<file path="config.mk">
export PLATFORM = sky130hd
export DESIGN_NAME = fdp_ctrl
export DESIGN_NICKNAME = d
export VERILOG_FILES = /design/src/inc/fdp_pkg.sv /design/src/hw/fdp_blank_map.sv /design/src/hw/fdp_ctrl.sv
export SDC_FILE = /design/constraint.sdc
export NUM_CORES = 1
export LEC_CHECK = 0
export ABC_CLOCK_PERIOD_IN_PS = 22300
export BUFFER_PORTS_ARGS = -buffer_cell sky130_fd_sc_hd__buf_2
export CORE_MARGIN = 3
export CORE_UTILIZATION = 45
export CTS_CLUSTER_DIAMETER = 150
export DETAILED_ROUTE_END_ITERATION = 8
export GPL_ROUTABILITY_DRIVEN = 1
export PLACE_DENSITY_LB_ADDON = 0.25
export SYNTH_ARGS = -nofsm -noshare
export SYNTH_HDL_FRONTEND = slang
export SYNTH_SLANG_ARGS = --single-unit
</file>
<file path="constraint.sdc">
create_clock -name i_clk -period 22.3 [get_ports i_clk]
set_clock_uncertainty 0.15 [all_clocks]
set_input_delay 4.46 -clock i_clk [delete_from_list [all_inputs] [get_ports i_clk]]
set_output_delay 4.46 -clock i_clk [all_outputs]
set_load 0.05 [all_outputs]
</file>
<file path="src/inc/fdp_pkg.sv">
/*
 * Shared constants for the flash download and programming controller.
 * Assumes one 10 MHz system clock and a 24-bit CPU address space.
 */
package fdp_pkg;
    // ------------------------------------------------------------
    // Key codes
    // ------------------------------------------------------------
    localparam logic [7:0] KEY_DOWNLOAD = 8'ha5;
    localparam logic [7:0] KEY_PROGRAM = 8'h5a;
    localparam logic [7:0] KEY_RESET = 8'h00;
    // ------------------------------------------------------------
    // Address map
    // ------------------------------------------------------------
    localparam int ADDR_W = 24;
    localparam logic [23:0] USER_TOP = 24'h008000;
    localparam logic [23:0] RAM_BASE = 24'hff0000;
    localparam logic [23:0] ENTRY_PROG_OFS = 24'h000010;
    localparam logic [23:0] ENTRY_INIT_OFS = 24'h000020;
    localparam logic [23:0] COPY_OFS = 24'h000001;
    localparam int DEST_SHIFT = 11;
    localparam logic [7:0] DEST_MAX = 8'h04;
    localparam logic [7:0] DEST_RESET = 8'h00;
    // ------------------------------------------------------------
    // Programming unit
    // ------------------------------------------------------------
    localparam int BLOCK_SHIFT = 7;
    localparam logic [6:0] BLOCK_LAST = 7'h7f;
    localparam logic [6:0] ALIGN_MASK = 7'h7f;
    localparam logic [7:0] FILLER = 8'hff;
    localparam logic [2:0] PROG_HOLD = 3'h3;
    // ------------------------------------------------------------
    // Frequency window in MHz
    // ------------------------------------------------------------
    localparam logic [7:0] FREQ_MIN = 8'h08;
    localparam logic [7:0] FREQ_MAX = 8'h30;
    // ------------------------------------------------------------
    // Result codes and flag positions
    // ------------------------------------------------------------
    localparam logic [7:0] RESULT_OK = 8'h00;
    localparam int DL_SEL_BIT = 0;
    localparam int DL_KEY_BIT = 1;
    localparam int OP_ADDR_BIT = 0;
    localparam int OP_SRC_BIT = 1;
    localparam int OP_OVER_BIT = 2;
    localparam int OP_KEY_BIT = 3;
    localparam int OP_PROT_BIT = 4;
    localparam int OP_FREQ_BIT = 5;

    typedef enum logic [2:0] {
        ST_IDLE, ST_MAP, ST_CHECK, ST_COPY, ST_RESULT, ST_UNMAP, ST_PROG
    } fdp_state_type;
endpackage

</file>
<file path="src/hw/fdp_blank_map.sv">
/*
 * One flag per 128-byte unit of the user array, set once programmed.
 * Assumes the caller marks a unit only after it has been fully written.
 */
`timescale 1ns/1ns
module fdp_blank_map #(
    parameter int BLOCKS = 256,
    parameter int IDX_W = 8
) (
    input wire logic i_clk,
    input wire logic i_rst,
    input wire logic i_mark,
    input wire logic [IDX_W-1:0] i_idx,
    output logic o_programmed
);
    logic [BLOCKS-1:0] done_r;

    // ------------------------------------------------------------
    // Per-unit flags
    // ------------------------------------------------------------
    for (genvar g = 0; g < BLOCKS; g++) begin : g_unit
        always_ff @(posedge i_clk or posedge i_rst) begin
            if (i_rst) begin
                done_r[g] <= 1'b0;
            end else if (i_mark && i_idx == IDX_W'(g)) begin
                done_r[g] <= 1'b1;
            end
        end
    end

    assign o_programmed = done_r[i_idx];
endmodule

</file>
<file path="src/hw/fdp_ctrl.sv">
/*
 * Flash download and programming controller: key gate, routine download
 * into on-chip RAM, initialisation check and 128-byte programming unit.
 * Assumes CPU-side bits arrive as synchronous one-cycle write strobes.
 */
`timescale 1ns/1ns
// Behaviour
// Each programming operation writes exactly 128 bytes; code steps 128 bytes but strobes o_flash_wr only for the non-0xFF ones
// Software pads short blocks, 0xFF preferred
// Multiple routine selections report a selection error
// Download request needs key 0xA5
// Request needs emulation off, key, RAM execution
// Request bit starts download, reads zero after
// Software clears vector base, reads status twice
// Map routine store, check, copy, unmap
// Completion clears selections, request; writes result
// Interrupts held during download, released afterwards
// CPU general registers preserved across download
// Result 0x00 success, flags name cause
// Bad RAM destination sets flag, result untouched
// Frequency outside 8 to 48 MHz rejected
// Software sets branch address zero when unused
// Initialisation entry 32 bytes above start
// Programming entry 16 bytes above start
// Foreign bus master during programming enters protection
// Programming needs key 0x5A
// Destination inside array, 128-byte aligned
// Source data in flash is refused
// Reprogramming a programmed unit is an error
// Other key values disable download and programming
module fdp_ctrl
    import fdp_pkg::*;
#(
    parameter int COPY_LEN = 64,
    parameter int BLOCKS = 256,
    parameter int IDX_W = 8
) (
    input wire logic i_clk,
    input wire logic i_rst,
    input wire logic i_key_wr,
    input wire logic [7:0] i_key_data,
    input wire logic i_sel_wr,
    input wire logic i_prog_sel,
    input wire logic i_erase_sel,
    input wire logic i_dest_wr,
    input wire logic [7:0] i_dest_data,
    input wire logic i_req_wr,
    input wire logic i_req_data,
    input wire logic i_exec_in_ram,
    input wire logic i_ram_emul_on,
    input wire logic [7:0] i_rom_data,
    input wire logic i_init_start,
    input wire logic [7:0] i_op_frequency,
    input wire logic i_prog_start,
    input wire logic [fdp_pkg::ADDR_W-1:0] i_target_addr,
    input wire logic [fdp_pkg::ADDR_W-1:0] i_source_addr,
    input wire logic [7:0] i_src_data,
    input wire logic i_bus_other_master,
    input wire logic [3:0] i_irq,
    input wire logic [3:0] i_irq_edge,
    output logic [7:0] o_flash_key,
    output logic o_prog_sel,
    output logic o_erase_sel,
    output logic [7:0] o_dest,
    output logic o_dest_error,
    output logic o_download_request,
    output logic o_dl_busy,
    output logic o_map_routine,
    output logic o_cpu_hold,
    output logic [fdp_pkg::ADDR_W-1:0] o_rom_addr,
    output logic o_ram_wr,
    output logic [fdp_pkg::ADDR_W-1:0] o_ram_addr,
    output logic [7:0] o_ram_data,
    output logic [fdp_pkg::ADDR_W-1:0] o_init_entry,
    output logic [fdp_pkg::ADDR_W-1:0] o_prog_entry,
    output logic o_op_done,
    output logic [7:0] o_op_result,
    output logic o_prog_busy,
    output logic o_flash_wr,
    output logic [fdp_pkg::ADDR_W-1:0] o_flash_addr,
    output logic [7:0] o_flash_data,
    output logic [fdp_pkg::ADDR_W-1:0] o_src_addr,
    output logic o_protect,
    output logic [3:0] o_irq
);
    import fdp_pkg::*;

    fdp_state_type state_r;
    logic [7:0] copy_cnt_r;
    logic [6:0] byte_cnt_r;
    logic [2:0] hold_r;
    logic [ADDR_W-1:0] dl_start;
    logic [ADDR_W-1:0] tgt_base_r;
    logic [3:0] irq_prev_r;
    logic [3:0] irq_pend_r;
    logic [7:0] dl_result;
    logic [7:0] prog_err;
    logic idle;
    logic req_ok;
    logic dest_bad;
    logic freq_bad;
    logic unit_done;
    logic mark;

    assign idle = (state_r == ST_IDLE);
    // only key 0xA5 with emulation off and RAM execution
    assign req_ok = idle && i_req_wr && i_req_data && o_flash_key == KEY_DOWNLOAD
                    && !i_ram_emul_on && i_exec_in_ram;
    assign dest_bad = (o_dest > DEST_MAX);
    assign dl_start = RAM_BASE + (ADDR_W'(o_dest[2:0]) << DEST_SHIFT);
    assign freq_bad = (i_op_frequency < FREQ_MIN) || (i_op_frequency > FREQ_MAX);
    assign mark = (state_r == ST_PROG) && hold_r == 3'h0 && byte_cnt_r == BLOCK_LAST
                  && !i_bus_other_master && i_src_data == FILLER
                  || (state_r == ST_PROG) && hold_r == 3'h1 && byte_cnt_r == BLOCK_LAST
                  && !i_bus_other_master;

    always_comb begin
        dl_result = RESULT_OK;
        dl_result[DL_SEL_BIT] = (o_prog_sel == o_erase_sel);
        dl_result[DL_KEY_BIT] = (o_flash_key != KEY_DOWNLOAD);
        prog_err = RESULT_OK;
        prog_err[OP_KEY_BIT] = (o_flash_key != KEY_PROGRAM);
        prog_err[OP_ADDR_BIT] = (i_target_addr >= USER_TOP)
                                || ((i_target_addr[6:0] & ALIGN_MASK) != 7'h00);
        prog_err[OP_SRC_BIT] = (i_source_addr < USER_TOP);
        prog_err[OP_OVER_BIT] = unit_done;
        prog_err[OP_PROT_BIT] = o_protect;
    end

    fdp_blank_map #(
        .BLOCKS(BLOCKS),
        .IDX_W(IDX_W)
    ) u_map (
        .i_clk(i_clk),
        .i_rst(i_rst),
        .i_mark(mark),
        .i_idx(state_r == ST_PROG ? tgt_base_r[BLOCK_SHIFT +: IDX_W]
                                  : i_target_addr[BLOCK_SHIFT +: IDX_W]),
        .o_programmed(unit_done)
    );

    // ------------------------------------------------------------
    // Software-written registers
    // ------------------------------------------------------------
    always_ff @(posedge i_clk or posedge i_rst) begin
        if (i_rst) begin
            o_flash_key <= KEY_RESET;
            o_dest <= DEST_RESET;
        end else if (idle) begin
            if (i_key_wr) begin
                o_flash_key <= i_key_data;
            end
            if (i_dest_wr) begin
                o_dest <= i_dest_data;
            end
        end
    end

    always_ff @(posedge i_clk or posedge i_rst) begin
        if (i_rst) begin
            o_prog_sel <= 1'b0;
            o_erase_sel <= 1'b0;
        end else if (state_r == ST_UNMAP) begin
            o_prog_sel <= 1'b0;
            o_erase_sel <= 1'b0;
        end else if (idle && i_sel_wr) begin
            o_prog_sel <= i_prog_sel;
            o_erase_sel <= i_erase_sel;
        end
    end

    always_ff @(posedge i_clk or posedge i_rst) begin
        if (i_rst) begin
            o_dest_error <= 1'b0;
        end else if (state_r == ST_CHECK && dest_bad) begin
            o_dest_error <= 1'b1;
        end else if (idle && i_dest_wr) begin
            o_dest_error <= 1'b0;
        end
    end

    // ------------------------------------------------------------
    // Sequencer
    // ------------------------------------------------------------
    always_ff @(posedge i_clk or posedge i_rst) begin
        if (i_rst) begin
            state_r <= ST_IDLE;
            copy_cnt_r <= 8'h00;
            byte_cnt_r <= 7'h00;
            hold_r <= 3'h0;
            tgt_base_r <= '0;
        end else begin
            case (state_r)
                ST_IDLE: begin
                    copy_cnt_r <= 8'h00;
                    byte_cnt_r <= 7'h00;
                    hold_r <= 3'h0;
                    if (req_ok) begin
                        state_r <= ST_MAP;
                    end else if (i_prog_start && prog_err == RESULT_OK) begin
                        state_r <= ST_PROG;
                        tgt_base_r <= i_target_addr;
                    end
                end
                ST_MAP: begin
                    state_r <= ST_CHECK;
                end
                ST_CHECK: begin
                    if (dest_bad) begin
                        state_r <= ST_UNMAP;
                    end else if (dl_result != RESULT_OK) begin
                        state_r <= ST_RESULT;
                    end else begin
                        state_r <= ST_COPY;
                    end
                end
                ST_COPY: begin
                    copy_cnt_r <= copy_cnt_r + 8'h01;
                    if (copy_cnt_r == 8'(COPY_LEN - 1)) begin
                        state_r <= ST_RESULT;
                    end
                end
                ST_RESULT: begin
                    state_r <= ST_UNMAP;
                end
                ST_UNMAP: begin
                    state_r <= ST_IDLE;
                end
                ST_PROG: begin
                    if (i_bus_other_master) begin
                        state_r <= ST_IDLE;
                    end else if (hold_r == 3'h0 && i_src_data != FILLER) begin
                        hold_r <= PROG_HOLD;
                    end else if (hold_r == 3'h0 || hold_r == 3'h1) begin
                        // Filler bytes skip the write hold
                        hold_r <= 3'h0;
                        byte_cnt_r <= byte_cnt_r + 7'h01;
                        if (byte_cnt_r == BLOCK_LAST) begin
                            state_r <= ST_IDLE;
                        end
                    end else begin
                        hold_r <= hold_r - 3'h1;
                    end
                end
                default: begin
                    state_r <= ST_IDLE;
                end
            endcase
        end
    end

    // ------------------------------------------------------------
    // Download status and RAM writes
    // ------------------------------------------------------------
    always_ff @(posedge i_clk or posedge i_rst) begin
        if (i_rst) begin
            o_download_request <= 1'b0;
            o_dl_busy <= 1'b0;
            o_map_routine <= 1'b0;
            o_cpu_hold <= 1'b0;
        end else begin
            o_download_request <= req_ok || (o_download_request && state_r != ST_UNMAP);
            o_dl_busy <= req_ok || (o_dl_busy && state_r != ST_UNMAP);
            o_map_routine <= req_ok || (o_map_routine && state_r != ST_UNMAP);
            // CPU stalled so its general registers are untouched
            o_cpu_hold <= req_ok || (o_cpu_hold && state_r != ST_UNMAP);
        end
    end

    always_ff @(posedge i_clk or posedge i_rst) begin
        if (i_rst) begin
            o_ram_wr <= 1'b0;
            o_ram_addr <= '0;
            o_ram_data <= 8'h00;
            o_rom_addr <= '0;
        end else begin
            o_ram_wr <= (state_r == ST_COPY) || (state_r == ST_RESULT);
            o_rom_addr <= ADDR_W'(copy_cnt_r) + ADDR_W'(8'h01);
            if (state_r == ST_COPY) begin
                o_ram_addr <= dl_start + COPY_OFS + ADDR_W'(copy_cnt_r);
                o_ram_data <= i_rom_data;
            end else if (state_r == ST_RESULT) begin
                o_ram_addr <= dl_start;
                o_ram_data <= dl_result;
            end
        end
    end

    always_ff @(posedge i_clk or posedge i_rst) begin
        if (i_rst) begin
            o_init_entry <= '0;
            o_prog_entry <= '0;
        end else if (state_r == ST_RESULT) begin
            o_init_entry <= dl_start + ENTRY_INIT_OFS;
            o_prog_entry <= dl_start + ENTRY_PROG_OFS;
        end
    end

    // ------------------------------------------------------------
    // Initialisation and programming results
    // ------------------------------------------------------------
    always_ff @(posedge i_clk or posedge i_rst) begin
        if (i_rst) begin
            o_op_done <= 1'b0;
            o_op_result <= RESULT_OK;
        end else begin
            o_op_done <= 1'b0;
            if (idle && !req_ok && i_init_start) begin
                o_op_done <= 1'b1;
                o_op_result <= freq_bad ? (8'h01 << OP_FREQ_BIT) : RESULT_OK;
            end else if (idle && !req_ok && i_prog_start && prog_err != RESULT_OK) begin
                o_op_done <= 1'b1;
                o_op_result <= prog_err;
            end else if (state_r == ST_PROG && i_bus_other_master) begin
                o_op_done <= 1'b1;
                o_op_result <= 8'h01 << OP_PROT_BIT;
            end else if (mark) begin
                o_op_done <= 1'b1;
                o_op_result <= RESULT_OK;
            end
        end
    end

    always_ff @(posedge i_clk or posedge i_rst) begin
        if (i_rst) begin
            o_protect <= 1'b0;
        end else if (state_r == ST_PROG && i_bus_other_master) begin
            o_protect <= 1'b1;
        end
    end

    always_ff @(posedge i_clk or posedge i_rst) begin
        if (i_rst) begin
            o_prog_busy <= 1'b0;
            o_flash_wr <= 1'b0;
            o_flash_addr <= '0;
            o_flash_data <= 8'h00;
            o_src_addr <= '0;
        end else begin
            o_prog_busy <= (state_r == ST_PROG) && !i_bus_other_master && !mark
                           || idle && !req_ok && i_prog_start && prog_err == RESULT_OK;
            o_flash_wr <= (state_r == ST_PROG) && !i_bus_other_master
                          && hold_r == 3'h0 && i_src_data != FILLER;
            if (idle) begin
                o_src_addr <= i_source_addr;
            end else if (state_r == ST_PROG && hold_r == 3'h0) begin
                o_flash_addr <= tgt_base_r + ADDR_W'(byte_cnt_r);
                o_flash_data <= i_src_data;
            end
            if (state_r == ST_PROG && (hold_r == 3'h1
                || hold_r == 3'h0 && i_src_data == FILLER)) begin
                o_src_addr <= o_src_addr + ADDR_W'(8'h01);
            end
        end
    end

    // ------------------------------------------------------------
    // Interrupt hold during download
    // ------------------------------------------------------------
    for (genvar g = 0; g < 4; g++) begin : g_irq
        always_ff @(posedge i_clk or posedge i_rst) begin
            if (i_rst) begin
                irq_prev_r[g] <= 1'b0;
                irq_pend_r[g] <= 1'b0;
                o_irq[g] <= 1'b0;
            end else begin
                irq_prev_r[g] <= i_irq[g];
                if (o_dl_busy) begin
                    // Edge requests latched, levels must persist
                    irq_pend_r[g] <= irq_pend_r[g] | (i_irq_edge[g] & i_irq[g] & ~irq_prev_r[g]);
                    o_irq[g] <= 1'b0;
                end else begin
                    irq_pend_r[g] <= 1'b0;
                    o_irq[g] <= i_irq_edge[g] ? (irq_pend_r[g] | (i_irq[g] & ~irq_prev_r[g]))
                                              : i_irq[g];
                end
            end
        end
    end
endmodule

</file>
==> flow_summary.yaml, run 1 <==
die:
  coreArea_mm2: 0.0469
  die_w_um: 224
  io_pins: 310
  die-height_um: 224
  die_area_mm2: 0.0504
  start_util_pct: 45.8
  rows: 79
worst_setup_path:
  critPathKind: "in2reg"
  critPathCaptureType: "flop"
  startpoint: "i_target_addr[7]"
  required_ns: 22.62
  critPathMaxFanout: 33
  crit_path_start_kind: "primary input"
  crit_arrival_ns: 8.49
  r2r-start: "state_r[0]"
global_route:
  grt_max_degree: 173
  grt_pass1_wl_mm: 97.6
  track_usage_pct: 24.6
  overflow: 0
  grt_pass1_vias: 16500
  grt_antenna_before_repair: 5
finish:
  area_delta_synth_final_pct: 13.5
  finalNonFillerCells: 2805
  final_cell_area_mm2: 0.0244
  layout_common_cells: "436 x dfrtp_1, 264 x buf_2, 238 x o21bai_1"
  drive_gt1_share_pct: 22.1
  layout_commonest_cell: "dfrtp_1"
  nets: 2285
  final_util_pct: 52.0
placed_design:
  post-place-cells: 2721
  place.gp.congestion: 0.885
  dpl-instance-area_mm2: 0.0228
  hpwl_mm: 41.6
  io_buffers: 264
synth:
  seq_area_frac_synth_pct: 50.9
  async_reset_ff_share_pct: 100
  synth_cell_types: 85
  syn_area_per_cell_um2: 10.8
  synthFlopType: "dfrtp_1"
  netlist_instances: 1982
  synth-seq-cells: 437
  syn_area_mm2: 0.0215
  synth_edf_count: 0
  yosysWarnings: 0
timing:
  fmax_ghz: 0.122
  hold_slack_ns: 0.317
  drv_slew: 0
  worst_slew_pin_slew_ns: 1.14
  relSlewSlack_pct: 24.1
  tns_ns: 0
  fin_crit_sh_pct: 36.6
  setup_viol: 0
  rsz0062_at_grt: "no"
  hold_viol: 0
  min_period_ns: 8.17
cts:
  clk_latency_ns: 0.59
  cts_tree: "built"
  postCtsHoldBufs: 0
  post_cts.repair.setup_buffers: 0
  h-tree-depth: 2
  cts.sinks: 437
  cts_resized: 0
  clkTransAtPathRegs_ns: 0.06
  cts-buffers-inserted: 45
  cts.path.max_buffers: 3
  root_buffer: "clkbuf_16"
routing:
  drtIter0Drc: 1472
  route.met3.wl_mm: 4.36
  met1_length_mm: 25.9
  wl_per_cell_um: 22.3
  wl_met2_mm: 30.3
  dr.pass1.iters: 6
  via_per_inst: 5.89
  vias: 16500
  drtAntennaViolNets: 0
  drcViolationCount: 0
  wirelength_mm: 62.5
  top_layer: "met5"
flow_run:
  maxCapViolations: 0
worst_hold_path:
  min-delay-start: "o_flash_data[1]"
  hold_class: "reg2reg"
pwr:
  power.density_mw_per_mm2: 103
  p_leak_uw: 0.0111
  peakVddDrop_mv: 0.0620
run_status:
  status: "finished, final reports clean"
## path summary, 6_finish.rpt
kind                                     end  slack [ns]  cells past startpoint
hold reg to reg              o_flash_data[1]        0.32                      2
max in group asynchronous  u_map.done_r[154]       16.61                      3
setup / recovery               tgt_base_r[8]       14.13                      9
setup reg to reg               tgt_base_r[8]       17.07                     10
min in group asynchronous     tgt_base_r[22]        3.84                      2
hold / removal               o_flash_data[1]        0.32                      2
## metal layers
| layer | vias to the layer above | global-route usage, % |
|---|---|---|
| met2 | 679 | 40.4 |
| met1 | 8311 | 32.5 |
| met3 | 120 | 5.09 |
| li1 | 7404 | - |
| met5 | - | 0 |
| met4 | 2 | 8.65 |
## critical path: stages
cell	delay [ns]
buf_2	0.34
a21o_2	0.56
buf_4	0.50
mux4_2	0.56
a32oi_1	0.17
nand4_1	0.23
a2111oi_4	0.62
nand3_2	0.56
mux2_4	0.46
## sequential cells by signal, summed over array words and instances (netlist names), 3 cells and up
| name | flops |
|---|---|
| o_irq | 4 |
| o_op_result | 6 |
| o_rom_addr | 9 |
| o_ram_addr | 13 |
| o_ram_data | 8 |
| u_map.done_r | 256 |
| o_src_addr | 24 |
| hold_r | 3 |
| byte_cnt_r | 7 |
| o_flash_key | 8 |
| copy_cnt_r | 8 |
| o_flash_data | 8 |
| tgt_base_r | 24 |
| o_flash_addr | 24 |
| o_prog_entry | 4 |
| state_r | 3 |
| o_dest | 8 |
| irq_pend_r | 4 |
| irq_prev_r | 4 |
## through the flow
stage / setup WS (ns) / power [uW]
final: 14.13 / 2520
after global routing: 13.90 / 2620
after CTS: 14.17 / 2530
after detailed placement: 13.55 / 1710
after global placement: 13.60 / 1700
after floorplan: 5.52 / 1530
## logic make-up (layout without fill, tap and decap cells)
logic type                 Yosys count  count (layout)  share of synthesized area, %
other                                1              49                        0.0175
and+or+nand+nor                    553             553                          12.3
xor gates and xnor gates            30              30                          1.22
DFF                                437             437                          50.9
muxes                              160             160                          9.98
AOI/OAI and AO/OA                  559             559                          18.8
buffers and inverters              228             396                          5.95
adders and majority gates           14              14                         0.851
## cell usage after synthesis, types with 8 or more instances
library cell,number,area share [%]
a31oi_1,17,0.50
inv_1,28,0.49
dfrtp_1,437,51
nor2_1,97,1.7
mux2i_1,82,3.8
nand3_1,53,1.2
and2_1,25,0.73
xnor2_1,18,0.73
buf_4,77,2.7
nor3b_1,9,0.31
nand2_1,226,4.0
a22oi_1,10,0.35
ha_1,13,0.76
nor4_1,13,0.38
a2111oi_0,8,0.33
clkbuf_1,77,1.3
a221o_1,9,0.42
nor3_1,33,0.77
a21oi_1,42,0.98
mux2_2,34,1.8
a31o_2,19,0.77
o21bai_1,238,8.3
a22o_1,13,0.53
a211oi_1,17,0.59
nand4_1,16,0.47
a32oi_1,15,0.61
and3_1,16,0.47
nand2b_1,11,0.32
a21o_1,13,0.45
nor2b_1,17,0.50
mux4_2,36,3.8
o21ai_0,75,1.7
o22ai_1,23,0.67
xor2_1,12,0.49
buf_2,25,0.58
buf_6,13,0.68
o31ai_1,9,0.31
## power by group
group | internal (uW) | switching (uW) | total, uW
registers | 873 | 76.2 | 949
logic | 188 | 565 | 752
clock network | 491 | 324 | 815
## layout make-up
cell class                 count  area, um^2
tap                          607         759
fill                        4127       22500
inverter                      28         113
timing repair buffer         288        1510
multi-input combinational   1361        9450
clock buffer                  60        1260
clock inverter                20         322
sequential                   437       10900
antenna                        4        10.0
No activity file was read; power rests on OpenSTA's default activity.
==> run 2: changes to the inputs <==
Settings changed: ABC_CLOCK_PERIOD_IN_PS 22300 to 7200.
Clock period 22.3 ns to 7.2 ns, I/O delays scaled along.
==> run 2 against run 1 <==
Against the previous run: first-iteration DRC count up 7.7%; utilization fell by 0.10 points; wire length down 0.31%; clock power rose to 2.9 times the previous value; largest power group unchanged; register-to-register slack worse by 15 ns; critical endpoint is now tgt_base_r[10]; cell count is 0.14% higher.
==> flow_summary.yaml, run 2 (synthesis results as in run 1) <==
finish:
  area_delta_synth_final_pct: 13.3
  layout_common_cells: "436 x dfrtp_1, 264 x buf_2, 238 x o21bai_1"
  layout_commonest_cell: "dfrtp_1"
  finalNonFillerCells: 2809
  largest_reg_flops: 256
  nets: 2289
  drive_gt1_share_pct: 22.1
  regMostFlops: "u_map.done_r"
  fillCellCount: 4166
worst_setup_path:
  required_ns: 7.52
  crit_path_start_kind: "primary input"
  crit_family: "simple AND/OR/NAND/NOR gates"
  crit_arrival_ns: 5.57
  path_buf_inv: 2
  slowest_delay_ns: 0.55
  path_cells: "buf_2, a21o_2, buf_4, mux2i_1, a2111oi_0, nor4_1, o2111ai_1, nor3_2, nand3_2, mux2_4"
  slowest_stage: "a21o_2"
  critPathMaxFanout: 32
  critPathKind: "in2reg"
  critPathCaptureType: "flop"
pwr:
  pwr-share-clk_pct: 31.3
  pwr-share-seq_pct: 38.3
  p_sw_share_pct: 39.2
  finalPower_uw: 7680
  peakVddDrop_mv: 0.214
  intPower_uw: 4670
  power.switching_uw: 3010
  power.density_mw_per_mm2: 316
  combinationalPowerShare_pct: 30.4
  p_leak_uw: 0.0111
timing:
  drv_slew: 0
  hold_slack_ns: 0.319
  hold_viol: 0
  fin_crit_sh_pct: 73.0
  worst_slew_pin_slew_ns: 1.25
  fmax_ghz: 0.190
  setup_slack_ns: 1.95
  rsz0062_at_grt: "no"
  setup_viol: 0
  relSlewSlack_pct: 16.4
  min_period_ns: 5.25
routing:
  vias: 16600
  via_per_inst: 5.90
  drcViolationCount: 0
  wl_per_cell_um: 22.2
  wirelength_mm: 62.3
  drtIter0Drc: 1586
  dr.pass1.iters: 5
  drtAntennaViolNets: 0
die:
  io_pins: 310
  rows: 79
  start_util_pct: 45.8
  die-height_um: 224
  coreArea_mm2: 0.0469
  die_w_um: 224
  die_area_mm2: 0.0504
placed_design:
  place_ws_ns: 1.47
  io_buffers: 264
  post-place-cells: 2723
  hpwl_mm: 42.3
  place.gp.congestion: 0.910
flow_run:
  maxCapViolations: 0
cts:
  root_buffer: "clkbuf_16"
  cts_resized: 0
  postCtsHoldBufs: 0
  h-tree-depth: 2
  cts.sinks: 437
  post_cts.repair.setup_buffers: 0
  cts.path.max_buffers: 3
  cts_tree: "built"
  cts-buffers-inserted: 47
  clk_latency_ns: 0.60
  clkTransAtPathRegs_ns: 0.06
global_route:
  grt_max_degree: 169
  met2_usage_pct: 38.8
  grt.met1_usage_pct: 32.5
  overflow: 0
  track_usage_pct: 24.0
  grt_use_met3_pct: 4.80
  grt_pass1_wl_mm: 95.6
  grt-busiest-layer: "met2"
  grt_pass1_vias: 16300
  grt_antenna_before_repair: 2
worst_hold_path:
  hold_class: "reg2reg"
run_status:
  status: "finished, final reports clean"
run 2: changes by cell type in the layout (fill, tap and decap cells not counted):
cell        previous run  this run
bufinv_16              8         3
diode_2                4         2
clkinv_4               1         2
inv_6                  2         4
clkinvlp_4             4         8
inv_8                  1         0
buf_4                 23        24
buf_12                 1         2
clkbuf_16             45        47
clkbuf_8               8         6
clkbuf_1               7        10
run 2: power by group through the flow:
| stage | combinational, uW | sequential, uW | clock [uW] |
|---|---|---|---|
| CTS | 2340 | 2940 | 2450 |
| detailed placement | 2330 | 2980 | 0 |
| global placement | 2300 | 2970 | 0 |
| floorplan | 1010 | 3720 | 0 |
| finish | 2330 | 2940 | 2400 |
| global route | 2470 | 2980 | 2550 |
run 2: per-layer routing:
metal  up-vias  part of all wire (%)
li1       7423                     -
met1      8352                    42
met2       652                    48
met3       141                   7.1
met4         0                   3.6
met5         -                     0
run 2: worst paths after layout:
| check | start | cells after the start | end | slack [ns] |
|---|---|---|---|---|
| setup / recovery | i_target_addr[7] | 10 | tgt_base_r[10] | 1.95 |
| hold / removal | u_map.done_r[57] | 1 | u_map.done_r[57] | 0.32 |
| max in group asynchronous | i_rst | 3 | o_ram_data[3] | 4.95 |
| setup reg to reg | state_r[0] | 9 | tgt_base_r[10] | 1.97 |
| min in group asynchronous | i_rst | 2 | u_map.done_r[95] | 0.72 |
| hold reg to reg | u_map.done_r[57] | 1 | u_map.done_r[57] | 0.32 |
run 2: worst reg2reg max path, stage by stage, from the launching register on:
cell       delay, ns
dfrtp_1         0.61
nand3b_4        0.46
buf_4           0.48
mux2i_4         0.92
mux2i_1         0.30
a32oi_1         0.24
nand4_1         0.24
a2111oi_4       0.64
nand3_2         0.59
mux2_4          0.48
run 2: layout make-up:
class	count	area, um^2	area share (%)
multi-input combinational	1361	9450	38.9
antenna	2	5.00	0.0206
inverter	28	109	0.448
clock inverter	21	220	0.906
sequential	437	10900	45.0
tap	607	759	3.12
clock buffer	63	1300	5.33
timing repair buffer	290	1540	6.34
run 2: through the flow:
| stage | cell area [um^2] | TNS [ns] | util [%] |
|---|---|---|---|
| after floorplan | 21600 | -128.17 | - |
| after global placement | 22800 | 0 | 48.7 |
| after detailed placement | 22800 | 0 | 48.7 |
| after CTS | 24300 | 0 | 51.9 |
| after global routing | 24300 | 0 | 51.9 |
| final | 24300 | 0 | 51.9 |
==> run 3: changes to the inputs <==
Settings changed: ABC_CLOCK_PERIOD_IN_PS 7200 to 5500.
Clock period 7.2 ns to 5.5 ns, I/O delays scaled along.
==> run 3 against run 2 <==
Against the previous run: die area stayed put; non-clock buffer count is 18 higher; cell count is 0.39% higher; design area is 0.72% higher; critical path type is now reg2reg; highest routed layer unchanged.
==> flow_summary.yaml, run 3 (synthesis results as in run 1) <==
worst_setup_path:
  slowest_delay_ns: 0.87
  ff2ff_path_depth: 9
  reg2reg_to: "tgt_base_r[10]"
  critPathMaxFanout: 24
  critPathCaptureType: "flop"
  crit_path_start_kind: "flop"
  critPathKind: "reg2reg"
  path_cells: "nand3b_4, a21oi_4, mux2i_1, mux2i_1, a221oi_1, o2111ai_1, nor3_2, nand3_2, mux2_4"
  rrSetupSlack_ns: 0.81
  slowest_stage: "a21oi_4"
  r2r-start: "state_r[0]"
  path_common_cell: "mux2i_1"
  crit_arrival_ns: 5.00
  required_ns: 5.82
finish:
  layout_common_cells: "436 x dfrtp_1, 264 x buf_2, 238 x o21bai_1"
  final_util_pct: 52.3
  drive_gt1_share_pct: 22.7
  layout_commonest_cell: "dfrtp_1"
  nets: 2306
  regMostFlops: "u_map.done_r"
  area_delta_synth_final_pct: 14.1
  largest_reg_flops: 256
die:
  die-height_um: 224
  die_area_mm2: 0.0504
  start_util_pct: 45.8
  io_pins: 310
  die_w_um: 224
  rows: 79
  coreArea_mm2: 0.0469
pwr:
  peakVddDrop_mv: 0.282
  intPower_uw: 6220
  pwr-share-seq_pct: 38.0
  power.density_mw_per_mm2: 412
  p_leak_uw: 0.0112
  power.switching_uw: 3880
  finalPower_uw: 10100
  p_sw_share_pct: 38.4
  pwr-share-clk_pct: 31.4
  combinationalPowerShare_pct: 30.6
placed_design:
  hpwl_mm: 42.7
  place.gp.congestion: 0.920
  io_buffers: 264
cts:
  cts.path.max_buffers: 3
  cts_resized: 0
  h-tree-depth: 2
  cts_tree: "built"
  postCtsHoldBufs: 0
  clk_latency_ns: 0.58
  cts-buffers-inserted: 46
  clkTransAtPathRegs_ns: 0.06
  cts.sinks: 437
  post_cts.repair.setup_buffers: 0
  root_buffer: "clkbuf_16"
timing:
  fin_crit_sh_pct: 85.2
  drv_slew: 0
  fmax_ghz: 0.213
  setup_viol: 0
  min_period_ns: 4.69
  tns_ns: 0
  rsz0062_at_grt: "no"
  hold_viol: 0
  relSlewSlack_pct: 21.1
  worst_slew_pin_slew_ns: 1.18
routing:
  drtIter0Drc: 1523
  via_per_inst: 5.90
  dr.pass1.iters: 7
  vias: 16600
  wl_per_cell_um: 21.9
  drtAntennaViolNets: 0
  drcViolationCount: 0
  wirelength_mm: 61.7
worst_hold_path:
  min-delay-start: "u_map.done_r[176]"
  hold_class: "reg2reg"
  whs_path_depth: 2
  holdPathEnd: "u_map.done_r[176]"
global_route:
  track_usage_pct: 24.0
  overflow: 0
  grt_antenna_before_repair: 1
  grt_pass1_wl_mm: 95.4
  grt_pass1_vias: 16400
  grt_max_degree: 155
run_status:
  status: "finished, final reports clean"
flow_run:
  maxCapViolations: 0
==> run 3: power by group through the flow <==
stage,Sequential [uW],Combinational [uW],Clock [uW]
floorplan,4870,1330,0
global placement,3870,3060,0
detailed placement,3890,3090,0
CTS,3830,3090,3240
global route,3880,3270,3370
finish,3840,3090,3170
==> run 3: metrics by stage <==
stage               cells  cell area (um^2)  setup WS [ns]  hold slack [ns]
global route         2820             24500          0.567            0.339
floorplan            2026             21600          -1.65            0.277
detailed placement   2741             23000          0.498            0.301
global placement     2741             23000          0.596            0.294
finish               2820             24500          0.813            0.315
CTS                  2819             24500          0.944            0.316
==> run 3: area by class of cell <==
cell class	instances	area [um^2]
Antenna cell	1	2.50
Clock buffer	65	1350
Clock inverter	13	179
Fill cell	4106	22400
Inverter	28	109
Multi-Input combinational cell	1361	9450
Sequential cell	437	10900
Tap cell	607	759
Timing Repair Buffer	308	1700
==> run 3: worst max-delay path by stage <==
stage | from | endpoint | slack (ns)
2_1_floorplan | i_rst | byte_cnt_r[0] | -1.65
3_3_place_gp | i_target_addr[7] | tgt_base_r[8] | 0.60
3_5_place_dp | i_target_addr[7] | tgt_base_r[7] | 0.50
4_1_cts | state_r[0] | tgt_base_r[10] | 0.94
5_1_grt | state_r[0] | tgt_base_r[10] | 0.57
6_report | state_r[0] | tgt_base_r[10] | 0.81
==> run 3: layer usage <==
layer	vias to the layer above	routed length, um	track usage, %
met1	8353	26500	32.7
met2	687	28800	38.1
met5	-	0	0
met4	0	2000	8.80
met3	139	4370	5.02
li1	7464	-	-
==> run 3: critical path, delay by kind of cell (launching register included) <==
kind	cells	cell delay (ns)
and+or+nand+nor	3	1.40
AOI/OAI and AO/OA	3	1.63
DFF	1	0.52
muxes	3	0.86
